[src/logic/tic_pkg.sv]
// Constants, register map and field layout of the timer input capture unit.
// Assumes a byte-wide register port with read data one cycle after the strobe.
package tic_pkg;
  localparam logic [3:0] ADDR_CAP_LOW  = 4'h0;
  localparam logic [3:0] ADDR_CAP_HIGH = 4'h1;
  localparam logic [3:0] ADDR_CTRL     = 4'h2;
  localparam logic [3:0] ADDR_STATUS   = 4'h3;
  localparam logic [3:0] ADDR_MASK     = 4'h4;
  localparam int CTRL_EDGE_BIT  = 0;
  localparam int CTRL_CMPSEL_BIT = 1;
  localparam int CTRL_MODE_LSB  = 4;
  localparam int STAT_FLAG_BIT  = 0;
  localparam int MASK_IE_BIT    = 0;
  localparam logic [7:0] CTRL_RESET = 8'h00;
  localparam logic [7:0] MASK_RESET = 8'h00;
  localparam logic [15:0] CAP_RESET = 16'h0000;
  localparam logic [3:0] MODE_TOP_A = 4'h8;
  localparam logic [3:0] MODE_TOP_B = 4'hA;
  localparam logic [3:0] MODE_TOP_C = 4'hC;
  localparam logic [3:0] MODE_TOP_D = 4'hE;
endpackage : tic_pkg

[src/logic/tic_capture.sv]
// Input capture unit: edge detect, 16-bit snapshot, flag, byte-wide access.
// Assumes counter_value and irq_ack are synchronous to clock.
//
// Added by the designer: the placing of the registers and the plain strobed port.
`timescale 1ns/1ps
`default_nettype none
module tic_capture (
  input  wire logic        clock,             // System clock, 50 MHz.
  input  wire logic        nrst,              // Asynchronous reset, active low.
  input  wire logic        capture_input_pin, // External capture pin.
  input  wire logic        comparator_output, // Analog comparator output, asynchronous.
  input  wire logic [15:0] counter_value,     // Running counter.
  input  wire logic        irq_ack,           // Pulse when the capture interrupt executes.
  input  wire logic [3:0]  addr,              // Register address.
  input  wire logic [7:0]  wdata,             // Write data.
  input  wire logic        wr,                // Write strobe.
  input  wire logic        rd,                // Read strobe.
  output var  logic [7:0]  rdata,             // Read data, one cycle after rd.
  output logic             capture_irq,       // Capture interrupt request.
  output var  logic [15:0] capture_value_register, // Captured or top value.
  output var  logic [3:0]  waveform_mode_select    // Waveform generation mode.
);
  logic        pin_level;
  logic        cmp_level;
  logic        trig_prev;
  logic [7:0]  ctrl;
  logic [7:0]  mask;
  logic        capture_flag;
  logic [7:0]  hold;
  logic        comparator_capture_select;
  logic        edge_rising;
  logic        capture_irq_enable;
  logic        trig;
  logic        capture_event;
  logic        top_mode;
  logic        wr_low;
  logic        wr_high;
  logic        wr_ctrl;
  logic        wr_stat;
  logic        wr_mask;
  logic        rd_low;
  logic        rd_high;
  logic        flag_clear;
  logic        next_flag;
  logic [7:0]  next_rdata;

  // Pin and comparator both pass the three-flop filter.
  tic_sync u_pin (
    .clock    (clock),
    .nrst     (nrst),
    .async_in (capture_input_pin),
    .level    (pin_level)
  );
  tic_sync u_cmp (
    .clock    (clock),
    .nrst     (nrst),
    .async_in (comparator_output),
    .level    (cmp_level)
  );

  // Tells whether a mode takes its top value from the capture register.
  function automatic logic uses_cap_top(input logic [3:0] m);
    uses_cap_top = (m == tic_pkg::MODE_TOP_A) || (m == tic_pkg::MODE_TOP_B) ||
                   (m == tic_pkg::MODE_TOP_C) || (m == tic_pkg::MODE_TOP_D);
  endfunction : uses_cap_top

  // Control fields.
  assign comparator_capture_select = ctrl[tic_pkg::CTRL_CMPSEL_BIT];
  assign edge_rising        = ctrl[tic_pkg::CTRL_EDGE_BIT];
  assign capture_irq_enable = mask[tic_pkg::MASK_IE_BIT];
  assign top_mode           = uses_cap_top(waveform_mode_select);

  // Source select and edge qualification.
  assign trig = comparator_capture_select ? cmp_level : pin_level;
  assign capture_event = (trig != trig_prev) && (trig == edge_rising);

  // Address decode.
  assign wr_low  = wr && (addr == tic_pkg::ADDR_CAP_LOW);
  assign wr_high = wr && (addr == tic_pkg::ADDR_CAP_HIGH);
  assign wr_ctrl = wr && (addr == tic_pkg::ADDR_CTRL);
  assign wr_stat = wr && (addr == tic_pkg::ADDR_STATUS);
  assign wr_mask = wr && (addr == tic_pkg::ADDR_MASK);
  assign rd_low  = rd && (addr == tic_pkg::ADDR_CAP_LOW);
  assign rd_high = rd && (addr == tic_pkg::ADDR_CAP_HIGH);

  // Flag: a capture in the clearing cycle wins over the clear.
  assign flag_clear = irq_ack || (wr_stat && wdata[tic_pkg::STAT_FLAG_BIT]);
  assign next_flag  = capture_event ? 1'b1 : (flag_clear ? 1'b0 : capture_flag);
  assign capture_irq = capture_flag && capture_irq_enable;

  // Read multiplexer; unmapped addresses read zero.
  assign next_rdata = rd_low  ? capture_value_register[7:0] :
                      rd_high ? hold :
                      (rd && addr == tic_pkg::ADDR_CTRL)   ? ctrl :
                      (rd && addr == tic_pkg::ADDR_STATUS) ? {7'h00, capture_flag} :
                      (rd && addr == tic_pkg::ADDR_MASK)   ? mask : 8'h00;

  // Edge history, flag and read data.
  always_ff @(posedge clock or negedge nrst) begin
    if (!nrst) begin
      trig_prev    <= 1'b0;
      capture_flag <= 1'b0;
      rdata        <= 8'h00;
    end else begin
      trig_prev    <= trig;
      capture_flag <= next_flag;
      rdata        <= next_rdata;
    end
  end

  // Configuration registers.
  always_ff @(posedge clock or negedge nrst) begin
    if (!nrst) begin
      ctrl                 <= tic_pkg::CTRL_RESET;
      mask                 <= tic_pkg::MASK_RESET;
      waveform_mode_select <= 4'h0;
    end else begin
      if (wr_ctrl) begin
        ctrl                 <= wdata;
        waveform_mode_select <= wdata[tic_pkg::CTRL_MODE_LSB +: 4];
      end
      if (wr_mask) begin
        mask <= wdata;
      end
    end
  end

  // Holding register: filled by a high-byte write or a low-byte read.
  always_ff @(posedge clock or negedge nrst) begin
    if (!nrst) begin
      hold <= 8'h00;
    end else if (wr_high) begin
      hold <= wdata;
    end else if (rd_low) begin
      hold <= capture_value_register[15:8];
    end
  end

  // Capture register: capture snapshot, or a gated 16-bit software write.
  always_ff @(posedge clock or negedge nrst) begin
    if (!nrst) begin
      capture_value_register <= tic_pkg::CAP_RESET;
    end else if (capture_event) begin
      capture_value_register <= counter_value;
    end else if (wr_low && top_mode) begin
      capture_value_register <= {hold, wdata};
    end
  end
endmodule : tic_capture
`default_nettype wire

[src/logic/tic_sync.sv]
// Three-stage synchroniser with agreement filter for one asynchronous input.
// Assumes the input may change at any time relative to clock.
`timescale 1ns/1ps
`default_nettype none
module tic_sync (
  input  wire logic clock,    // System clock.
  input  wire logic nrst,     // Asynchronous reset, active low.
  input  wire logic async_in, // Raw pin level.
  output var  logic level     // Filtered synchronous level.
);
  logic s1;
  logic s2;
  logic s3;
  logic next_level;

  // A change counts only when the second and third stages agree.
  assign next_level = (s2 == s3) ? s3 : level;

  // Shift the pin through three flops; the first is read only by the second.
  always_ff @(posedge clock or negedge nrst) begin
    if (!nrst) begin
      s1    <= 1'b0;
      s2    <= 1'b0;
      s3    <= 1'b0;
      level <= 1'b0;
    end else begin
      s1    <= async_in;
      s2    <= s1;
      s3    <= s2;
      level <= next_level;
    end
  end
endmodule : tic_sync
`default_nettype wire
[config.mk]
export PLATFORM = sky130hd
export DESIGN_NAME = tic_capture
export DESIGN_NICKNAME = d
export VERILOG_FILES = /design/src/logic/tic_pkg.sv /design/src/logic/tic_capture.sv /design/src/logic/tic_sync.sv
export SDC_FILE = /design/constraint.sdc
export NUM_CORES = 1
export LEC_CHECK = 0
export BUFFER_PORTS_ARGS = -buffer_cell sky130_fd_sc_hd__buf_4
export CORE_MARGIN = 10
export CORE_UTILIZATION = 48
export CTS_BUF_LIST = sky130_fd_sc_hd__clkbuf_4 sky130_fd_sc_hd__clkbuf_8
export DETAILED_ROUTE_END_ITERATION = 12
export PLACE_DENSITY = 0.73
export SYNTH_ARGS = -nofsm -noshare
export SYNTH_HDL_FRONTEND = slang
export SYNTH_HIERARCHICAL = 1
export SYNTH_SLANG_ARGS = --single-unit
export TNS_END_PERCENT = 20
[constraint.sdc]
create_clock -name clock -period 2.05 [get_ports clock]
set_input_delay 0.41 -clock clock [delete_from_list [all_inputs] [get_ports clock]]
set_output_delay 0.41 -clock clock [all_outputs]
set_load 0.1 [all_outputs]
After elaboration in Yosys (flattened, before gate mapping). Index checks and enable logic that the tools add are counted.

Flip-flop bits (word level): 62. Bits of input ports: 35.

Muxes and demuxes: 12. Reduce and logical (&&, ||, !) cells: 22. Equal/unequal tests: 12.

Operator list (number): $mux 8 (7); $mux 16 (2); $eq 4x4->1 const B (4); $logic_and 1x1->1 (14); $eq 4x2->1 const B (2); $reduce_bool 2->1 (3); $eq 4x1->1 const B (1); $eq 4x3->1 const B (1); $logic_not 4->1 (1); $logic_or 1x1->1 (4); $eq 1x1->1 (3); $mux 1 (3); $ne 1x1->1 (1).

Logic depth before layout (Yosys ltp).
Depth after elaboration: 7. Depth in mapped cells: 7. Gate-level depth less buffers: 4.

Modules after synthesis. Netlist, hierarchy kept.

By module, submodules not included: tic_capture (times used 1, cells each 221, area an instance 2398.6 um2); tic_sync (times used 2, cells each 5, area an instance 111.4 um2).

Worst setup path after synthesis. No wires, ideal clock.

Kind: input to register. From: input addr[2]. To: register hold[5]. Stages: 6. Arrival time: 1.464 ns. Required time: 1.982 ns. Setup time: 0.068 ns. Slack: 0.518 ns. Path through: or3b_1 -> buf_6 -> nor3_4 -> buf_6 -> a22oi_2 -> nand2_1.

Word-level cells in the longest chain between the ends: 3. Elaborated cells on any way between the ends: 6. Those cells by class: 1 x eq/ne; 1 x mux; 4 x reduce/logical.

Ends and longest elaborated chain: start, declared (line tic_capture.sv:14) `input wire logic [3:0] addr,`; $eq 4x1->1 or $logic_not 4->1 (tied branches) (line tic_capture.sv:79, tic_capture.sv:83); $logic_and 1x1->1, on equally long branches (line tic_capture.sv:79, tic_capture.sv:83); $mux 8 or $reduce_bool 2->1 (tied branches); end signal, assigned (line tic_capture.sv:133) `hold <= wdata;`; end signal, assigned (line tic_capture.sv:135) `hold <= capture_value_register[15:8];`; end, declared (line tic_capture.sv:29) `logic [7:0] hold;`.

Parallel ways exist; a longest one is shown, timed or not. A chain may end at the register's enable or synchronous reset.

Worst setup path after layout.
From: register ctrl[1]. To: register capture_value_register[11].

Word-level cells in the longest chain between the ends: 4. Elaborated cells on any way between the ends: 6. Those cells by class: 2 x eq/ne; 2 x mux; 2 x reduce/logical.

Ends and longest elaborated chain: start, declared (line tic_capture.sv:26) `logic [7:0] ctrl;`; start signal, assigned (line tic_capture.sv:114) `ctrl <= tic_pkg::CTRL_RESET;`; start signal, assigned (line tic_capture.sv:119) `ctrl <= wdata;`; $mux 1 (*) (line tic_capture.sv:74) `assign trig = comparator_capture_select ? cmp_level : pin_level;`; $ne 1x1->1 or $eq 1x1->1 (tied branches) (line tic_capture.sv:75) `assign capture_event = (trig != trig_prev) && (trig == edge_rising);`; $logic_and 1x1->1 (*) (line tic_capture.sv:75); $mux 16 or $reduce_bool 2->1 (tied branches); end signal, assigned (line tic_capture.sv:142) `capture_value_register <= tic_pkg::CAP_RESET;`; end signal, assigned (line tic_capture.sv:144) `capture_value_register <= counter_value;`; end signal, assigned (line tic_capture.sv:146) `capture_value_register <= {hold, wdata};`; end, declared (line tic_capture.sv:20) `output var logic [15:0] capture_value_register,`.

Mark *: on every way between the ends. The rest lies on a longest branch, timed or not.

==> results.rst <==
.. list-table::
   :header-rows: 1

   * - Metric
     - Value
   * - Routability congestion estimate from global placement
     - 0.810
   * - Worst-path maximum fanout
     - 33
   * - Top cells by area in the synthesized netlist
     - sky130_fd_sc_hd__dfrtp_1, sky130_fd_sc_hd__mux2i_1, sky130_fd_sc_hd__mux2_2
   * - Detailed Route Iter0 Violations
     - 161
   * - Achievable Freq
     - 0.644 GHz
   * - Number of synthesized flops with an enable pin
     - 0
   * - Global-route wire length before repair
     - 10200 µm
   * - I/O pin count
     - 64
   * - Part of the total power dissipated in the clock network
     - 23.4%
   * - Cell chain of the critical path
     - mux2i_1 -> mux2i_2 -> buf_4 -> o21ai_0
   * - Maximum clock insertion buffer count
     - 2
   * - Cell type contributing the most total cell area after synthesis
     - sky130_fd_sc_hd__dfrtp_1
   * - Final period util
     - 75.8%
   * - DRC violation count after routing
     - 0
   * - Max-cap violations
     - 0
   * - Sequential element share of the synthesized area
     - 55.4%
   * - Internal power component
     - 2.76 mW
   * - Avg WL per Cell
     - 16.9 µm
   * - Die height
     - 93.9 µm
   * - Comb power frac
     - 43.8%
   * - Final routed wirelength across all metal layers
     - 6210 µm
   * - Die Outline Area
     - 0.00882 mm²
   * - Initial antenna violation count
     - 0
   * - CP Data Required Time
     - 2.25 ns
   * - Post-Syn Area
     - 0.00262 mm²
   * - Fraction of synthesized cell area taken by the top area cell type
     - 55.4%
   * - Cts repair resizes
     - 0
   * - Core area
     - 0.00520 mm²
   * - Fin Hold WS
     - 0.137 ns
   * - Number of I/O port buffers
     - 63
   * - Post-CTS Setup Repair Bufs
     - 0
   * - Critical Path Max Stage Delay
     - 0.39 ns
   * - GRT Util Overall
     - 14.6%
   * - Fillcell total
     - 430
   * - Clock root buffer master
     - sky130_fd_sc_hd__clkbuf_8
   * - Share of post-route cells with drive strength above 1
     - 36.9%
   * - Final HPWL from detailed placement
     - 4520 µm
   * - Area added between synthesis and finish
     - 27.5%
   * - Number of placement rows
     - 26
   * - Yosys warning total
     - 6
   * - Arrival time of the worst setup path
     - 1.75 ns
   * - Via count of the first global-routing pass
     - 2049
   * - Nets
     - 328
   * - Synth Net Count
     - 266
   * - Diodes inserted
     - 0
   * - Main flop type after synthesis
     - sky130_fd_sc_hd__dfrtp_1
   * - Num CTS Buffers
     - 9
   * - Outcome
     - completed
   * - Distinct cell type count after synthesis
     - 32
   * - Kind of capture point of the worst setup path
     - flip-flop
   * - Number of levels the H-tree was split into
     - 3
   * - Min cycle time layout
     - 1.55 ns
   * - Clock network latency to the later pin of the worst-skew pair
     - 0.33 ns
   * - Worst IR Drop VDD
     - 1.15 mV
   * - Average via count per standard cell
     - 5.26
   * - Effective utilization at floorplan
     - 50.4%
   * - Clk sinks
     - 58
   * - Hold_buf cts
     - 0
   * - Sequential group share of total power
     - 32.8%
   * - Class of the tightest hold or removal check
     - in -> async
   * - Net switching fraction of the power
     - 47.1%
   * - Vias
     - 1937
   * - Fin Clk Skew
     - 0.00780 ns
   * - Post-synthesis area per instance
     - 11.3 µm²
   * - Core occupancy in the finished layout
     - 64.2%
   * - Type of the worst setup path
     - reg -> reg
   * - Post-Route Setup TNS
     - 0 ns
   * - Pin count of the biggest net entering global routing
     - 59
   * - # setup viols final
     - 0
   * - CTS tree
     - built
   * - Pwr/cell area
     - 1560 mW/mm²
   * - Hold Violations, Final
     - 0
   * - Number of nets with antenna violations after routing
     - 0
   * - Worst Tran Pin Value
     - 0.720 ns
   * - Slew margin rel.
     - 52.0%
   * - Clock-pin slew on the worst setup and hold paths
     - 0.07 ns
   * - Pre-antenna DRT Iters
     - 4
   * - Fraction of synthesis flops using an asynchronous set or reset pin
     - 100%
   * - P_sw
     - 2.46 mW
   * - Number of storage elements in the synthesis netlist
     - 58
   * - Final Slew Violations
     - 0
   * - Remaining global-route overflow
     - 0
   * - Cells after synthesis
     - 231
   * - Horiz. Die Dim
     - 93.9 µm
   * - Unrepaired setup endpoints after global routing
     - no
   * - Cell with the largest stage delay on the worst path
     - sky130_fd_sc_hd__dfrtp_1
   * - Kind of launch point of the worst setup path
     - flip-flop
   * - Static power due to leakage
     - 1.67 nW
## cell families (layout without fill, tap and decap cells)
kind of cell,after synthesis,in the layout,synth area share (%)
AO/OA/AOI/OAI,59,59,14.0
flip-flops,58,58,55.4
AND/OR/NAND/NOR,58,58,10.9
multiplexers,34,34,13.7
buffers and inverters,20,87,5.06
adder cells (fa/ha/maj),2,2,0.859
## worst max-delay path, delay by kind of cell, from the launching register on
kind | cells | cell delay, ns
muxes | 2 | 0.55
DFF | 1 | 0.39
buffers and inverters | 1 | 0.33
AOI/OAI and AO/OA | 1 | 0.14
## power by group through the flow
stage	Clock (mW)	Combinational, mW	Sequential [mW]
3_3_place_gp	0	2.29	1.73
2_1_floorplan	0	0.595	2.89
3_5_place_dp	0	2.31	1.73
6_report	1.22	2.28	1.71
4_1_cts	1.25	2.31	1.71
5_1_grt	1.30	2.39	1.75
## cell type report
class	instances	area (µm²)	share of cell area, %
Sequential cell	58	1450	43.4
Clock buffer	12	165	4.94
Inverter	2	7.51	0.225
Multi-Input combinational cell	153	1040	31.1
Timing Repair Buffer	69	518	15.5
Tap cell	70	87.6	2.62
Clock inverter	4	72.6	2.17
## cells in the final DEF (no fill, tap or decap), types with 3 or more instances in the layout
cell / n
sky130_fd_sc_hd__dfrtp_1: 58
sky130_fd_sc_hd__clkbuf_8: 12
sky130_fd_sc_hd__nand2_1: 42
sky130_fd_sc_hd__o21ai_1: 9
sky130_fd_sc_hd__a22oi_1: 7
sky130_fd_sc_hd__o21ai_0: 15
sky130_fd_sc_hd__mux2i_1: 17
sky130_fd_sc_hd__mux2_2: 16
sky130_fd_sc_hd__buf_4: 69
sky130_fd_sc_hd__a2bb2oi_1: 7
sky130_fd_sc_hd__a21oi_1: 15
sky130_fd_sc_hd__nand2b_1: 3
## state kept, by name, indices dropped and copies added (netlist names), 4 cells and up
name and count:
hold 8, rdata 8, capture_value_register 16, waveform_mode_select 4, mask 8, ctrl 4
## per-layer routing
layer  GRT usage [%]  wire, µm
met1            18.2      2700
met2            22.5      2870
met3            5.60       593
met4            5.70        44
met5               0         0
## worst paths after layout
kind / from / end / slack [ns] / cells past startpoint
max: ctrl[1] / capture_value_register[11] / 0.50 / 4
min: nrst / capture_value_register[7] / 0.14 / 1
max reg2reg: ctrl[1] / capture_value_register[11] / 0.50 / 4
min reg2reg: u_pin/s1 / u_pin/s2 / 0.35 / 0
max in group asynchronous: nrst / hold[1] / 1.44 / 1
min in group clock: comparator_output / u_cmp/s1 / 0.19 / 1
## through the flow
stage          worst slack [ns]  area, µm²  std cells  power (mW)
2_1_floorplan             0.518       2620        231        3.48
3_3_place_gp              0.305       3110        352        4.01
3_5_place_dp              0.226       3110        352        4.03
4_1_cts                   0.482       3340        368        5.26
5_1_grt                   0.339       3340        368        5.44
6_report                  0.497       3340        368        5.21
## synth_stat cells, drive strengths merged (2+ instances only)
| master | count |
|---|---|
| o21ai | 24 |
| maj3 | 2 |
| nand2b | 3 |
| clkbuf | 4 |
| nor2b | 2 |
| mux2i | 18 |
| a2bb2oi | 7 |
| nor3b | 2 |
| a21oi | 15 |
| buf | 14 |
| a22oi | 9 |
| inv | 2 |
| mux2 | 16 |
| and2 | 3 |
| dfrtp | 58 |
| nand2 | 42 |
No activity file was read; power rests on OpenSTA's default activity.
